===== config.mk =====
export PLATFORM = sky130hd
export DESIGN_NAME = i2csd_top
export DESIGN_NICKNAME = d
export VERILOG_FILES = /design/src/design/i2csd_pkg.sv /design/src/design/i2csd_top.sv
export SDC_FILE = /design/constraint.sdc
export NUM_CORES = 1
export LEC_CHECK = 0
export BUFFER_PORTS_ARGS = -buffer_cell sky130_fd_sc_hd__buf_2
export CAP_MARGIN = 5
export CORE_MARGIN = 4
export CORE_UTILIZATION = 50
export CTS_BUF_LIST = sky130_fd_sc_hd__clkbuf_8
export CTS_CLUSTER_SIZE = 20
export DETAILED_ROUTE_END_ITERATION = 8
export GPL_TIMING_DRIVEN = 0
export PLACE_DENSITY = 0.88
export SYNTH_ARGS = -nofsm -noshare
export SYNTH_HDL_FRONTEND = slang
export SYNTH_SLANG_ARGS = --single-unit

===== constraint.sdc =====
create_clock -name aclk -period 7.1 [get_ports aclk]
set_clock_uncertainty 0.15 [all_clocks]
set_input_delay 1.42 -clock aclk [delete_from_list [all_inputs] [get_ports aclk]]
set_output_delay 1.42 -clock aclk [all_outputs]
set_load 0.01 [all_outputs]

===== src/design/i2csd_pkg.sv =====
// Package: register map, state codes and engine states of the block
package i2csd_pkg;
    localparam int          AW          = 12;
    localparam int          DW          = 32;
    // Register indices, byte address is four times the index
    localparam logic [7:0]  IDX_DATA    = 8'hbc;
    localparam logic [7:0]  IDX_CODE    = 8'hbd;
    localparam logic [7:0]  IDX_CTRL    = 8'hc0;
    localparam logic [7:0]  IDX_IST     = 8'hc1;
    localparam logic [7:0]  IDX_IMSK    = 8'hc2;
    localparam logic [7:0]  IDX_OWN     = 8'hc3;
    // Field positions
    localparam int          CTRL_EN     = 0;
    localparam int          CTRL_ACK    = 1;
    localparam int          IST_SI      = 0;
    localparam int          IST_ERR     = 1;
    // Reset values
    localparam logic [1:0]  CTRL_RST    = 2'h0;
    localparam logic [1:0]  IMSK_RST    = 2'h0;
    localparam logic [6:0]  OWN_RST     = 7'h00;
    localparam logic [7:0]  DATA_RST    = 8'h00;
    // Bus state codes
    localparam logic [7:0]  ST_IDLE     = 8'hf8;
    localparam logic [7:0]  ST_BERR     = 8'h00;
    localparam logic [7:0]  ST_SLA_W    = 8'h60;
    localparam logic [7:0]  ST_RX_ACK   = 8'h80;
    localparam logic [7:0]  ST_RX_NACK  = 8'h88;
    localparam logic [7:0]  ST_STOP     = 8'ha0;
    localparam logic [7:0]  ST_SLA_R    = 8'ha8;
    localparam logic [7:0]  ST_TX_ACK   = 8'hb8;
    localparam logic [7:0]  ST_TX_NACK  = 8'hc0;
    // One bit per code value (code / 8) that the register may hold
    localparam logic [31:0] LEGAL_MASK  = 32'h83f33fff;
    localparam int          NUM_CODES   = 23;
    localparam logic [3:0]  BITS_BYTE   = 4'h8;
    // Bus answers
    localparam logic [1:0]  RESP_OKAY   = 2'h0;
    localparam logic [1:0]  RESP_SLVERR = 2'h2;

    typedef enum logic [6:0] {
        E_IDLE = 7'b0000001,
        E_ADDR = 7'b0000010,
        E_AACK = 7'b0000100,
        E_RXD  = 7'b0001000,
        E_RACK = 7'b0010000,
        E_TXD  = 7'b0100000,
        E_TACK = 7'b1000000
    } i2csd_state_t;

    // Whole-word address match for a register index
    function automatic logic hit(logic [AW-1:0] a, logic [7:0] idx);
        return a == {2'h0, idx, 2'h0};
    endfunction

    // Code is one of the supported state codes
    function automatic logic legal_code(logic [7:0] c);
        return LEGAL_MASK[c[7:3]] && (c[2:0] == 3'h0);
    endfunction
endpackage


===== src/design/i2csd_top.sv =====
// Two-wire data byte and state code registers with slave engine
//
// The AXI4-Lite slave port was left to the implementer.
`timescale 1ns/100ps
module i2csd_top (
    input  wire logic                      aclk,
    input  wire logic                      aresetn,
    input  wire logic [i2csd_pkg::AW-1:0]  awaddr,
    input  wire logic                      awvalid,
    output logic                           awready,
    input  wire logic [i2csd_pkg::DW-1:0]  wdata,
    input  wire logic [3:0]                wstrb,
    input  wire logic                      wvalid,
    output logic                           wready,
    output logic [1:0]                     bresp,
    output logic                           bvalid,
    input  wire logic                      bready,
    input  wire logic [i2csd_pkg::AW-1:0]  araddr,
    input  wire logic                      arvalid,
    output logic                           arready,
    output logic [i2csd_pkg::DW-1:0]       rdata,
    output logic [1:0]                     rresp,
    output logic                           rvalid,
    input  wire logic                      rready,
    input  wire logic                      scl_i,
    output logic                           scl_o,
    output logic                           scl_oe,
    input  wire logic                      sda_i,
    output logic                           sda_o,
    output logic                           sda_oe,
    output logic                           irq
);
    import i2csd_pkg::*;

    // Synchronisers and edge history
    logic [2:0] scl_reg;
    logic [2:0] sda_reg;
    always_ff @(posedge aclk) begin
        if (!aresetn) begin
            scl_reg <= 3'h7;
            sda_reg <= 3'h7;
        end else begin
            scl_reg <= {scl_reg[1:0], scl_i};
            sda_reg <= {sda_reg[1:0], sda_i};
        end
    end

    logic scl_s;
    logic sda_s;
    logic start_c;
    logic stop_c;
    logic rise_c;
    logic fall_c;
    // Line conditions from the settled samples only
    assign scl_s   = scl_reg[1];
    assign sda_s   = sda_reg[1];
    assign start_c = scl_s && scl_reg[2] && sda_reg[2] && !sda_s;
    assign stop_c  = scl_s && scl_reg[2] && !sda_reg[2] && sda_s;
    assign rise_c  = scl_s && !scl_reg[2];
    assign fall_c  = !scl_s && scl_reg[2];

    // Bus slave state
    logic        awready_reg, awready_next;
    logic        arready_reg, arready_next;
    logic        bvalid_reg,  bvalid_next;
    logic        rvalid_reg,  rvalid_next;
    logic [1:0]  bresp_reg,   bresp_next;
    logic [1:0]  rresp_reg,   rresp_next;
    logic [31:0] rdata_reg,   rdata_next;
    logic        wr_go;
    logic        wr_ok;

    // Engine and register state
    i2csd_state_t st_reg, st_next;
    logic [3:0]  cnt_reg,   cnt_next;
    logic [7:0]  sh_reg,    sh_next;
    logic        rw_reg,    rw_next;
    logic        si_reg,    si_next;
    logic        err_reg,   err_next;
    logic [7:0]  code_reg,  code_next;
    logic [7:0]  pend_reg,  pend_next;
    logic        post_reg,  post_next;
    logic [7:0]  data_reg,  data_next;
    logic        sdaoe_reg, sdaoe_next;
    logic        scloe_reg, scloe_next;
    logic [1:0]  ctrl_reg,  ctrl_next;
    logic [1:0]  msk_reg,   msk_next;
    logic [6:0]  own_reg,   own_next;
    logic        irq_reg,   irq_next;

    assign wr_go = awready_reg;
    assign wr_ok = hit(awaddr, IDX_DATA) || hit(awaddr, IDX_CODE)
                || hit(awaddr, IDX_CTRL) || hit(awaddr, IDX_IST)
                || hit(awaddr, IDX_IMSK) || hit(awaddr, IDX_OWN);

    // Bus handshakes, write answer and read mux
    always_comb begin
        awready_next = awvalid && wvalid && !awready_reg && !bvalid_reg;
        arready_next = arvalid && !arready_reg && !rvalid_reg;
        bvalid_next  = bvalid_reg && !bready;
        bresp_next   = bresp_reg;
        rvalid_next  = rvalid_reg && !rready;
        rresp_next   = rresp_reg;
        rdata_next   = rdata_reg;
        if (wr_go) begin
            bvalid_next = 1'b1;
            bresp_next  = wr_ok ? RESP_OKAY : RESP_SLVERR;
        end
        if (arready_reg) begin
            rvalid_next = 1'b1;
            rresp_next  = RESP_OKAY;
            rdata_next  = 32'h0;
            if (hit(araddr, IDX_DATA)) begin
                rdata_next[7:0] = data_reg;
            end else if (hit(araddr, IDX_CODE)) begin
                rdata_next[7:0] = {code_reg[7:3], 3'h0};
            end else if (hit(araddr, IDX_CTRL)) begin
                rdata_next[1:0] = ctrl_reg;
            end else if (hit(araddr, IDX_IST)) begin
                rdata_next[1:0] = {err_reg, si_reg};
            end else if (hit(araddr, IDX_IMSK)) begin
                rdata_next[1:0] = msk_reg;
            end else if (hit(araddr, IDX_OWN)) begin
                rdata_next[6:0] = own_reg;
            end else begin
                rresp_next = RESP_SLVERR;
            end
        end
    end

    always_ff @(posedge aclk) begin
        if (!aresetn) begin
            awready_reg <= 1'b0;
            arready_reg <= 1'b0;
            bvalid_reg  <= 1'b0;
            rvalid_reg  <= 1'b0;
            bresp_reg   <= RESP_OKAY;
            rresp_reg   <= RESP_OKAY;
            rdata_reg   <= 32'h0;
        end else begin
            awready_reg <= awready_next;
            arready_reg <= arready_next;
            bvalid_reg  <= bvalid_next;
            rvalid_reg  <= rvalid_next;
            bresp_reg   <= bresp_next;
            rresp_reg   <= rresp_next;
            rdata_reg   <= rdata_next;
        end
    end

    // Bus state engine, software writes and interrupt
    always_comb begin
        logic       post;
        logic [7:0] pc;
        logic       wb;
        post       = 1'b0;
        pc         = ST_BERR;
        wb         = wr_go && wstrb[0];
        st_next    = st_reg;
        cnt_next   = cnt_reg;
        sh_next    = sh_reg;
        rw_next    = rw_reg;
        err_next   = err_reg;
        data_next  = data_reg;
        sdaoe_next = sdaoe_reg;
        ctrl_next  = ctrl_reg;
        msk_next   = msk_reg;
        own_next   = own_reg;
        if (!ctrl_reg[CTRL_EN]) begin
            st_next    = E_IDLE;
            sdaoe_next = 1'b0;
        end else if (si_reg) begin
            // Stalled; on release the first sent bit goes out
            if (wb && hit(awaddr, IDX_IST) && wdata[IST_SI]
                && st_reg == E_TXD) begin
                sh_next    = data_reg;
                sdaoe_next = !data_reg[7];
            end
        end else if (start_c && st_reg != E_IDLE) begin
            sdaoe_next = 1'b0;
            cnt_next   = 4'h0;
            post       = 1'b1;
            // One rise seen: the condition sits at a byte boundary
            if (cnt_reg == 4'h1 && st_reg != E_ADDR) begin
                pc      = ST_STOP;
                st_next = E_ADDR;
            end else begin
                pc       = ST_BERR;
                err_next = 1'b1;
                st_next  = E_IDLE;
                post     = (st_reg != E_ADDR) || (cnt_reg != 4'h1);
            end
        end else if (stop_c && st_reg != E_IDLE) begin
            sdaoe_next = 1'b0;
            st_next    = E_IDLE;
            if (cnt_reg != 4'h1) begin
                pc       = ST_BERR;
                err_next = 1'b1;
                post     = 1'b1;
            end else if (st_reg != E_ADDR) begin
                pc   = ST_STOP;
                post = 1'b1;
            end
        end else begin
            case (st_reg)
                E_IDLE: begin
                    if (start_c) begin
                        st_next  = E_ADDR;
                        cnt_next = 4'h0;
                    end
                end
                E_ADDR, E_RXD: begin
                    if (rise_c) begin
                        sh_next  = {sh_reg[6:0], sda_s};
                        cnt_next = cnt_reg + 4'h1;
                    end else if (fall_c && cnt_reg == BITS_BYTE) begin
                        cnt_next = 4'h0;
                        if (st_reg == E_RXD) begin
                            data_next  = sh_reg;
                            sdaoe_next = ctrl_reg[CTRL_ACK];
                            st_next    = E_RACK;
                        end else if (sh_reg[7:1] == own_reg) begin
                            sdaoe_next = 1'b1;
                            rw_next    = sh_reg[0];
                            st_next    = E_AACK;
                        end else begin
                            st_next = E_IDLE;
                        end
                    end
                end
                E_AACK, E_RACK: begin
                    if (fall_c) begin
                        sdaoe_next = 1'b0;
                        post       = 1'b1;
                        if (st_reg == E_RACK) begin
                            pc      = ctrl_reg[CTRL_ACK] ? ST_RX_ACK
                                                         : ST_RX_NACK;
                            st_next = E_RXD;
                        end else begin
                            pc      = rw_reg ? ST_SLA_R : ST_SLA_W;
                            st_next = rw_reg ? E_TXD : E_RXD;
                        end
                    end
                end
                E_TXD: begin
                    if (rise_c) begin
                        cnt_next = cnt_reg + 4'h1;
                    end else if (fall_c && cnt_reg == BITS_BYTE) begin
                        sdaoe_next = 1'b0;
                        cnt_next   = 4'h0;
                        st_next    = E_TACK;
                    end else if (fall_c) begin
                        sh_next    = {sh_reg[6:0], 1'b0};
                        sdaoe_next = !sh_reg[6];
                    end
                end
                default: begin
                    if (rise_c) begin
                        sh_next[0] = !sda_s;
                    end else if (fall_c) begin
                        post    = 1'b1;
                        pc      = sh_reg[0] ? ST_TX_ACK : ST_TX_NACK;
                        st_next = sh_reg[0] ? E_TXD : E_IDLE;
                    end
                end
            endcase
        end
        // Software writes; data byte taken only while stalled or idle
        if (wb && hit(awaddr, IDX_DATA) && (si_reg || st_reg == E_IDLE))
            data_next = wdata[7:0];
        if (wb && hit(awaddr, IDX_CTRL))
            ctrl_next = wdata[1:0];
        if (wb && hit(awaddr, IDX_IMSK))
            msk_next = wdata[1:0];
        if (wb && hit(awaddr, IDX_OWN))
            own_next = wdata[7:1];
        // Flags: a new event wins over a clearing write
        si_next = si_reg;
        if (wb && hit(awaddr, IDX_IST) && wdata[IST_ERR])
            err_next = 1'b0;
        if (wb && hit(awaddr, IDX_IST) && wdata[IST_SI])
            si_next = 1'b0;
        if (post)
            si_next = 1'b1;
        if (post && pc == ST_BERR)
            err_next = 1'b1;
        post_next = post;
        pend_next = post ? pc : pend_reg;
        // Code lands one cycle after the flag; idle code after release once the engine is idle
        code_next = code_reg;
        if (post_reg)
            code_next = pend_reg;
        else if (!si_reg && code_reg != ST_IDLE && st_reg == E_IDLE)
            code_next = ST_IDLE;
        // Clock held low while stalled with the line low and the next engine state not idle
        scloe_next = si_next && st_next != E_IDLE
                     && (scloe_reg || !scl_s);
        irq_next   = |({err_next, si_next} & msk_reg);
    end

    always_ff @(posedge aclk) begin
        if (!aresetn) begin
            st_reg    <= E_IDLE;
            cnt_reg   <= 4'h0;
            sh_reg    <= 8'h00;
            rw_reg    <= 1'b0;
            si_reg    <= 1'b0;
            err_reg   <= 1'b0;
            code_reg  <= ST_IDLE;
            pend_reg  <= ST_IDLE;
            post_reg  <= 1'b0;
            data_reg  <= DATA_RST;
            sdaoe_reg <= 1'b0;
            scloe_reg <= 1'b0;
            ctrl_reg  <= CTRL_RST;
            msk_reg   <= IMSK_RST;
            own_reg   <= OWN_RST;
            irq_reg   <= 1'b0;
        end else begin
            st_reg    <= st_next;
            cnt_reg   <= cnt_next;
            sh_reg    <= sh_next;
            rw_reg    <= rw_next;
            si_reg    <= si_next;
            err_reg   <= err_next;
            code_reg  <= code_next;
            pend_reg  <= pend_next;
            post_reg  <= post_next;
            data_reg  <= data_next;
            sdaoe_reg <= sdaoe_next;
            scloe_reg <= scloe_next;
            ctrl_reg  <= ctrl_next;
            msk_reg   <= msk_next;
            own_reg   <= own_next;
            irq_reg   <= irq_next;
        end
    end

    // Outputs, all from flip-flops or constants
    assign awready = awready_reg;
    assign wready  = awready_reg;
    assign bresp   = bresp_reg;
    assign bvalid  = bvalid_reg;
    assign arready = arready_reg;
    assign rdata   = rdata_reg;
    assign rresp   = rresp_reg;
    assign rvalid  = rvalid_reg;
    assign scl_o   = 1'b0;
    assign sda_o   = 1'b0;
    assign scl_oe  = scloe_reg;
    assign sda_oe  = sdaoe_reg;
    assign irq     = irq_reg;
endmodule


* Word-level counts from Yosys, hierarchy flattened
Index checks and enable logic that the tools add are counted.
** Operators by class
- Multiplexer cells :: 114
- Bitwise gates (word level) :: 6
- Equality and inequality tests :: 47
- Reduce and logical (&&, ||, !) cells :: 77
- Add/sub/neg operators :: 1
** Operators with widths (number)
- 8-bit 2-to-1 mux :: 32
- 12-bit by 10-bit == test with 1-bit output (second input constant) :: 12
- 7-bit 2-to-1 mux :: 15
- 1-bit 2-to-1 mux :: 35
- 1-bit logical AND :: 33
- 7-bit one-hot mux with 4 select lines :: 1
- 4-bit 2-to-1 mux :: 6
- 2-bit 2-to-1 mux :: 11
- 5-bit 2-to-1 mux :: 4
- 6-bit 2-to-1 mux :: 3
- 9-bit AND reduction :: 2
- 8-bit one-hot mux with 2 select lines :: 1
- 8-bit AND reduction :: 2
- 3-bit != test (second input constant) :: 5
- 5-bit != test (second input constant) :: 3
- 7-bit by 1-bit != test with 1-bit output (second input constant) :: 2
- 7-bit one-hot mux with 2 select lines :: 1
- 1-bit zero test :: 13
- 2-bit by 1-bit != test with 1-bit output (second input constant) :: 6
- 10-bit AND reduction :: 1
- 2-bit nonzero test :: 5
- 3-bit nonzero test :: 3
- 8-bit zero test :: 1
- 1-bit logical OR :: 8
- 29 further kinds :: 40
** Storage, ports and cells
- Output and inout port bits :: 46
- Bits of input ports :: 69
- Bits in registers :: 83

* Depth between registers and ports, before layout
- Word-level depth :: 14
- Depth in mapped cells :: 10
- Gate-level depth less buffers :: 9

* Worst setup path after synthesis
No wires, ideal clock.
- Kind :: input -> register
- Start :: in awaddr[0] (netlist name)
- End :: reg sh_reg[6]
- Library setup time :: 0.079 ns
- Stages on the path :: 8
- Arrival :: 2.906 ns
- Slack :: 3.965 ns
- Cells stage by stage :: and4bb_2 nand3_1 nor4_1 nand3_1 a21oi_4 buf_6 nor2_1 a211oi_2
** On the way
- Longest elaborated chain between the ends :: 6
** Ends and longest elaborated chain
- start, declared :: RTL line i2csd_top.sv:8 : input wire logic [i2csd_pkg::AW-1:0] awaddr,
- 12-bit by 10-bit == test with 1-bit output :: RTL line i2csd_pkg.sv:52 : return a == {2'h0, idx, 2'h0};
- 1-bit logical AND (2 in series) :: RTL line i2csd_top.sv:174 : if (wb && hit(awaddr, IDX_IST) && wdata[IST_SI]
- 1-bit logical AND :: RTL line i2csd_top.sv:175 : && st_reg == E_TXD) begin
- 2-bit by 1-bit != test with 1-bit output (no source line)
- 9-bit AND reduction (no source line)
- end signal, assigned :: RTL line i2csd_top.sv:322 : sh_reg <= sh_next;
- end, declared :: RTL line i2csd_top.sv:76 : logic [7:0] sh_reg, sh_next;
No other way between the ends.
A chain may end at the register's enable or synchronous reset.

* Final worst setup path
- Start :: in araddr[10] (netlist name)
- End :: reg rdata_reg[0] (netlist: rdata[0])
** On the way
- Longest elaborated chain between the ends :: 7
- Elaborated cells between the ends (all ways) :: 12
- Classes of those cells :: 6 x eq/ne; 6 x mux
** Ends and longest elaborated chain
- start, declared :: RTL line i2csd_top.sv:18 : input wire logic [i2csd_pkg::AW-1:0] araddr,
- 12-bit by 10-bit == test with 1-bit output :: RTL line i2csd_pkg.sv:52
- 7-bit 2-to-1 mux :: RTL line i2csd_top.sv:123 : end else if (hit(araddr, IDX_OWN)) begin
- 2-bit 2-to-1 mux :: RTL line i2csd_top.sv:121 : end else if (hit(araddr, IDX_IMSK)) begin
- 2-bit 2-to-1 mux :: RTL line i2csd_top.sv:119 : end else if (hit(araddr, IDX_IST)) begin
- 2-bit 2-to-1 mux :: RTL line i2csd_top.sv:117 : end else if (hit(araddr, IDX_CTRL)) begin
- 7-bit 2-to-1 mux :: RTL line i2csd_top.sv:115 : end else if (hit(araddr, IDX_CODE)) begin
- 8-bit 2-to-1 mux (*) :: RTL line i2csd_top.sv:113 : if (hit(araddr, IDX_DATA)) begin
- end signal, assigned :: RTL line i2csd_top.sv:147 : rdata_reg <= rdata_next;
- end, declared :: RTL line i2csd_top.sv:69 : logic [31:0] rdata_reg, rdata_next;
Mark *: on every way between the ends. The rest lies on a longest branch, timed or not.

==> impl_metrics.csv <==
group,metric,value,unit
outcome,status,"complete, no violations",
grt,pin_count_of_the_biggest_net_entering_global_routing,16,
floorplanning,die_area,10100,um^2
power_and_ir_drop,power_leakage,1.97,nW
sta,number_of_hold_slack_violations_in_the_final_timing_report,0,
routing,route.detailed.drc,0,
worst_setup_path,setup_crit_end_kind,"flop",
sta,worstMarginPinSlew,0.852,ns
hold_path,hold_path.class,"flop to flop",
cells_and_area,area.growth.synth_to_final,16.6,%
floorplanning,die_width,100,um
grt,grt.overflow.total,0,
clock_network,clock_tree_from_tritoncts,"yes",
cells_and_area,antenna_cells_inserted,0,
clock_network,htree_levels,3,
clock_network,numCtsBuffers,9,
cells_and_area,ratio_of_cells_with_drive_above_1_in_the_final_layout,21.0,%
routing,wire_per_inst,17.1,um
clock_network,clock-root-buffer,"sky130_fd_sc_hd__clkbuf_8",
routing,wirelength,12.4,mm
worst_setup_path,reg2reg_slack,4.34,ns
worst_setup_path,worst-setup-path-type,"primary input to flop",
sta,post-route-min-period,3.20,ns
clock_network,cts_sinks,75,
floorplanning,initial_core_util,51.6,%
cells_and_area,instances_no_fill,724,
logic_synthesis,synth_cells,518,
grt,grt_use_total,24.4,%
worst_setup_path,critical_path_peak_fanout,8,
hold_path,min_path_cells,1,
worst_setup_path,timing.critical_path.arrival,3.33,ns
clock_network,postCtsResizedCells,0,
grt,first_pass_grt_wire_length,19.5,mm
placed_design,placed_cells_incl_taps,708,
logic_synthesis,postSynth.asyncResetShare,0,%
logic_synthesis,syn-mean-instance-area,8.23,um^2
worst_setup_path,worstPathBufferInverterCount,1,
sta,post-route-period-util,45.1,%
logic_synthesis,synth.distinct_cells,69,
cells_and_area,fin_util,60.2,%
routing,dr_total_vias,4260,
grt,first_global_vias,3947,
clock_network,insertion_delay,0.37,ns
worst_setup_path,worstRegToRegCells,8,
logic_synthesis,netlist.area_leader.share,35.2,%
logic_synthesis,synth-main-ff-cell,"sky130_fd_sc_hd__dfxtp_1",
run,drv_cap,0,
logic_synthesis,postSynthRegisterBits,75,
routing,route.antenna.remaining_nets,0,
routing,iteration_0_drc_count_of_the_detailed_router,442,
power_and_ir_drop,power,0.814,mW
worst_setup_path,slowest_stage,"sky130_fd_sc_hd__nor4b_2",
sta,setup_total_negative_slack,0,ns
worst_setup_path,worst_path_largest_cell_delay,0.73,ns
sta,unrepaired_setup_endpoints_after_global_routing,"false",
power_and_ir_drop,worst_ir_drop_vdd,0.117,mV
placed_design,count_of_buffers_from_port_buffering,58,
logic_synthesis,netlist_area,4260,um^2
clock_network,number_of_buffers_inserted_by_post_cts_setup_repair,0,
sta,maxSlewHeadroom,42.6,%
routing,firstDrtPassIters,5,
sta,report.final.setup_viol,0,
grt,antenna_violations_before_repair,0,
floorplanning,fp.dieH,100,um
logic_synthesis,netlist.top_cell.by_area,"sky130_fd_sc_hd__dfxtp_1",
logic_synthesis,synth_top_cells_by_area,"sky130_fd_sc_hd__dfxtp_1 35%, sky130_fd_sc_hd__buf_4 5.3%, sky130_fd_sc_hd__a21oi_1 4.7%, sky130_fd_sc_hd__nand2_1 4.7%, sky130_fd_sc_hd__nor2_1 3.6%",
floorplanning,boundaryPins,115,
sta,maxClockFrequency,312,MHz
logic_synthesis,yosysSeqAreaShare,35.2,%
power_and_ir_drop,power.density_cell_area,164,nW/um^2
placed_design,place.gp.congestion,1.01,
sta,final_slew_violations,0,
floorplanning,rows,33,
routing,avgViaCountPerCell,5.88,
logic_synthesis,yosys_warnings,0,
clock_network,cts_buffer_depth,2,
placed_design,post-dp-hpwl,9.57,mm
floorplanning,fp.coreArea,8260,um^2
worst_setup_path,top_family_by_delay_on_critical_path,"simple AND/OR/NAND/NOR gates",
clock_network,cts.clk_slew.worst_paths,0.10,ns
clock_network,post_cts_hold_buffer_count,0,
worst_setup_path,crit_chain,"buf_2 -> nand2b_1 -> nor4_1 -> nor4b_2 -> nor2b_1 -> a22oi_1 -> a211oi_1",
worst_setup_path,critPathLaunchType,"primary input",
worst_setup_path,worst-endpoint-required,7.23,ns
cells_and_area,finalNetCount,686,
worst_setup_path,path_depth,7,
logic_synthesis,synth_enable_flop_cells,0,
==> power by group <==
part | internal, mW | switching, mW
registers | 0.425 | 0.00295
clock network | 0.134 | 0.184
logic | 0.0297 | 0.0391
total | 0.588 | 0.226
==> cells by family (layout without fill, tap and decap cells) <==
| group | count (synthesis) | after routing | share of synthesized area [%] |
|---|---|---|---|
| simple gates | 197 | 197 | 24.4 |
| compound gates | 139 | 139 | 22.7 |
| flops | 75 | 75 | 35.2 |
| buf+inv | 75 | 149 | 9.74 |
| mux | 17 | 17 | 4.61 |
| xor+xnor | 11 | 11 | 2.26 |
| fa+ha+maj | 3 | 3 | 0.881 |
| other cells | 1 | 28 | 0.0880 |
==> Yosys cell counts (2+ instances only) <==
cell type and number:
sky130_fd_sc_hd__dfxtp_1 75, sky130_fd_sc_hd__nand2_1 53, sky130_fd_sc_hd__nor2_1 41, sky130_fd_sc_hd__a21oi_1 40, sky130_fd_sc_hd__buf_4 30, sky130_fd_sc_hd__nand2b_1 23, sky130_fd_sc_hd__inv_1 19, sky130_fd_sc_hd__o21ai_0 18
sky130_fd_sc_hd__clkbuf_1 17, sky130_fd_sc_hd__nand3_1 17, sky130_fd_sc_hd__mux2i_1 14, sky130_fd_sc_hd__nor3_1 10, sky130_fd_sc_hd__o22ai_1 9, sky130_fd_sc_hd__a211oi_1 8, sky130_fd_sc_hd__o221ai_1 8, sky130_fd_sc_hd__nor4_1 7
sky130_fd_sc_hd__xor2_1 7, sky130_fd_sc_hd__a22o_1 6, sky130_fd_sc_hd__a31oi_1 6, sky130_fd_sc_hd__and2_1 6, sky130_fd_sc_hd__o211ai_1 6, sky130_fd_sc_hd__a22oi_1 5, sky130_fd_sc_hd__and3_1 5, sky130_fd_sc_hd__buf_2 5
sky130_fd_sc_hd__nand4_1 5, sky130_fd_sc_hd__nand4b_1 5, sky130_fd_sc_hd__nand3b_1 4, sky130_fd_sc_hd__nor2b_1 4, sky130_fd_sc_hd__o31ai_1 4, sky130_fd_sc_hd__xnor2_1 4, sky130_fd_sc_hd__a211oi_2 3, sky130_fd_sc_hd__a221o_1 3
sky130_fd_sc_hd__ha_1 3, sky130_fd_sc_hd__nor3b_1 3, sky130_fd_sc_hd__a211o_1 2, sky130_fd_sc_hd__a21o_1 2, sky130_fd_sc_hd__buf_1 2, sky130_fd_sc_hd__buf_6 2, sky130_fd_sc_hd__mux4_2 2, sky130_fd_sc_hd__nand2_2 2
sky130_fd_sc_hd__nor4b_1 2, sky130_fd_sc_hd__o211a_1 2, sky130_fd_sc_hd__o21ai_2 2, sky130_fd_sc_hd__o41ai_1 2
==> through the flow <==
step                      hold slack, ns  setup WS [ns]  cell area, um^2
after CTS                          0.267           3.90             4970
after global routing               0.313           3.79             4970
after floorplan                    0.236           3.97             4360
after detailed placement           0.246           3.55             4790
after global placement             0.239           3.62             4790
final                              0.265           3.90             4970
==> path summary, 6_finish.rpt <==
check	startpoint	endpoint
worst max-delay path	araddr[10]	rdata[0]$_SDFFE_PN0P_
worst min-delay path	scl_reg[0]$_SDFF_PN1_	scl_reg[1]$_SDFF_PN1_
worst min register to register	scl_reg[0]$_SDFF_PN1_	scl_reg[1]$_SDFF_PN1_
worst max register to register	cnt_reg[0]$_SDFFE_PN0P_	data_reg[1]$_SDFFE_PN0P_
==> metal layers <==
metal / share of wire (%) / track usage (%) / vias to the layer above
li1: - / - / 2012
met1: 41 / 32.0 / 1985
met2: 46 / 39.7 / 229
met3: 9.9 / 4.03 / 34
met5: 0 / 0 / -
met4: 2.8 / 10.2 / 0
==> final cells by class <==
class                           count  area (um^2)
Inverter                           19         71.3
Tap cell                          105          131
Clock inverter                      7         58.8
Clock buffer                        9          124
Fill cell                         765         3290
Timing Repair Buffer               58          290
Buffer                             56          344
Sequential cell                    75         1500
Multi-Input combinational cell    395         2450
==> cells in the final DEF (no fill, tap or decap), types with 8 or more instances in the layout <==
| cell type | Yosys | final |
|---|---|---|
| sky130_fd_sc_hd__clkbuf_8 | 0 | 9 |
| sky130_fd_sc_hd__o21ai_0 | 18 | 18 |
| sky130_fd_sc_hd__nor3_1 | 10 | 10 |
| sky130_fd_sc_hd__o221ai_1 | 8 | 8 |
| sky130_fd_sc_hd__mux2i_1 | 14 | 14 |
| sky130_fd_sc_hd__conb_1 | 1 | 28 |
| sky130_fd_sc_hd__clkbuf_1 | 17 | 17 |
| sky130_fd_sc_hd__nand2_1 | 53 | 53 |
| sky130_fd_sc_hd__nor2_1 | 41 | 41 |
| sky130_fd_sc_hd__buf_2 | 5 | 63 |
| sky130_fd_sc_hd__buf_4 | 30 | 30 |
| sky130_fd_sc_hd__a21oi_1 | 40 | 40 |
| sky130_fd_sc_hd__o22ai_1 | 9 | 9 |
| sky130_fd_sc_hd__nand3_1 | 17 | 17 |
| sky130_fd_sc_hd__nand2b_1 | 23 | 23 |
| sky130_fd_sc_hd__a211oi_1 | 8 | 8 |
| sky130_fd_sc_hd__inv_1 | 19 | 19 |
| sky130_fd_sc_hd__dfxtp_1 | 75 | 75 |
No activity file was read; power rests on OpenSTA's default activity.
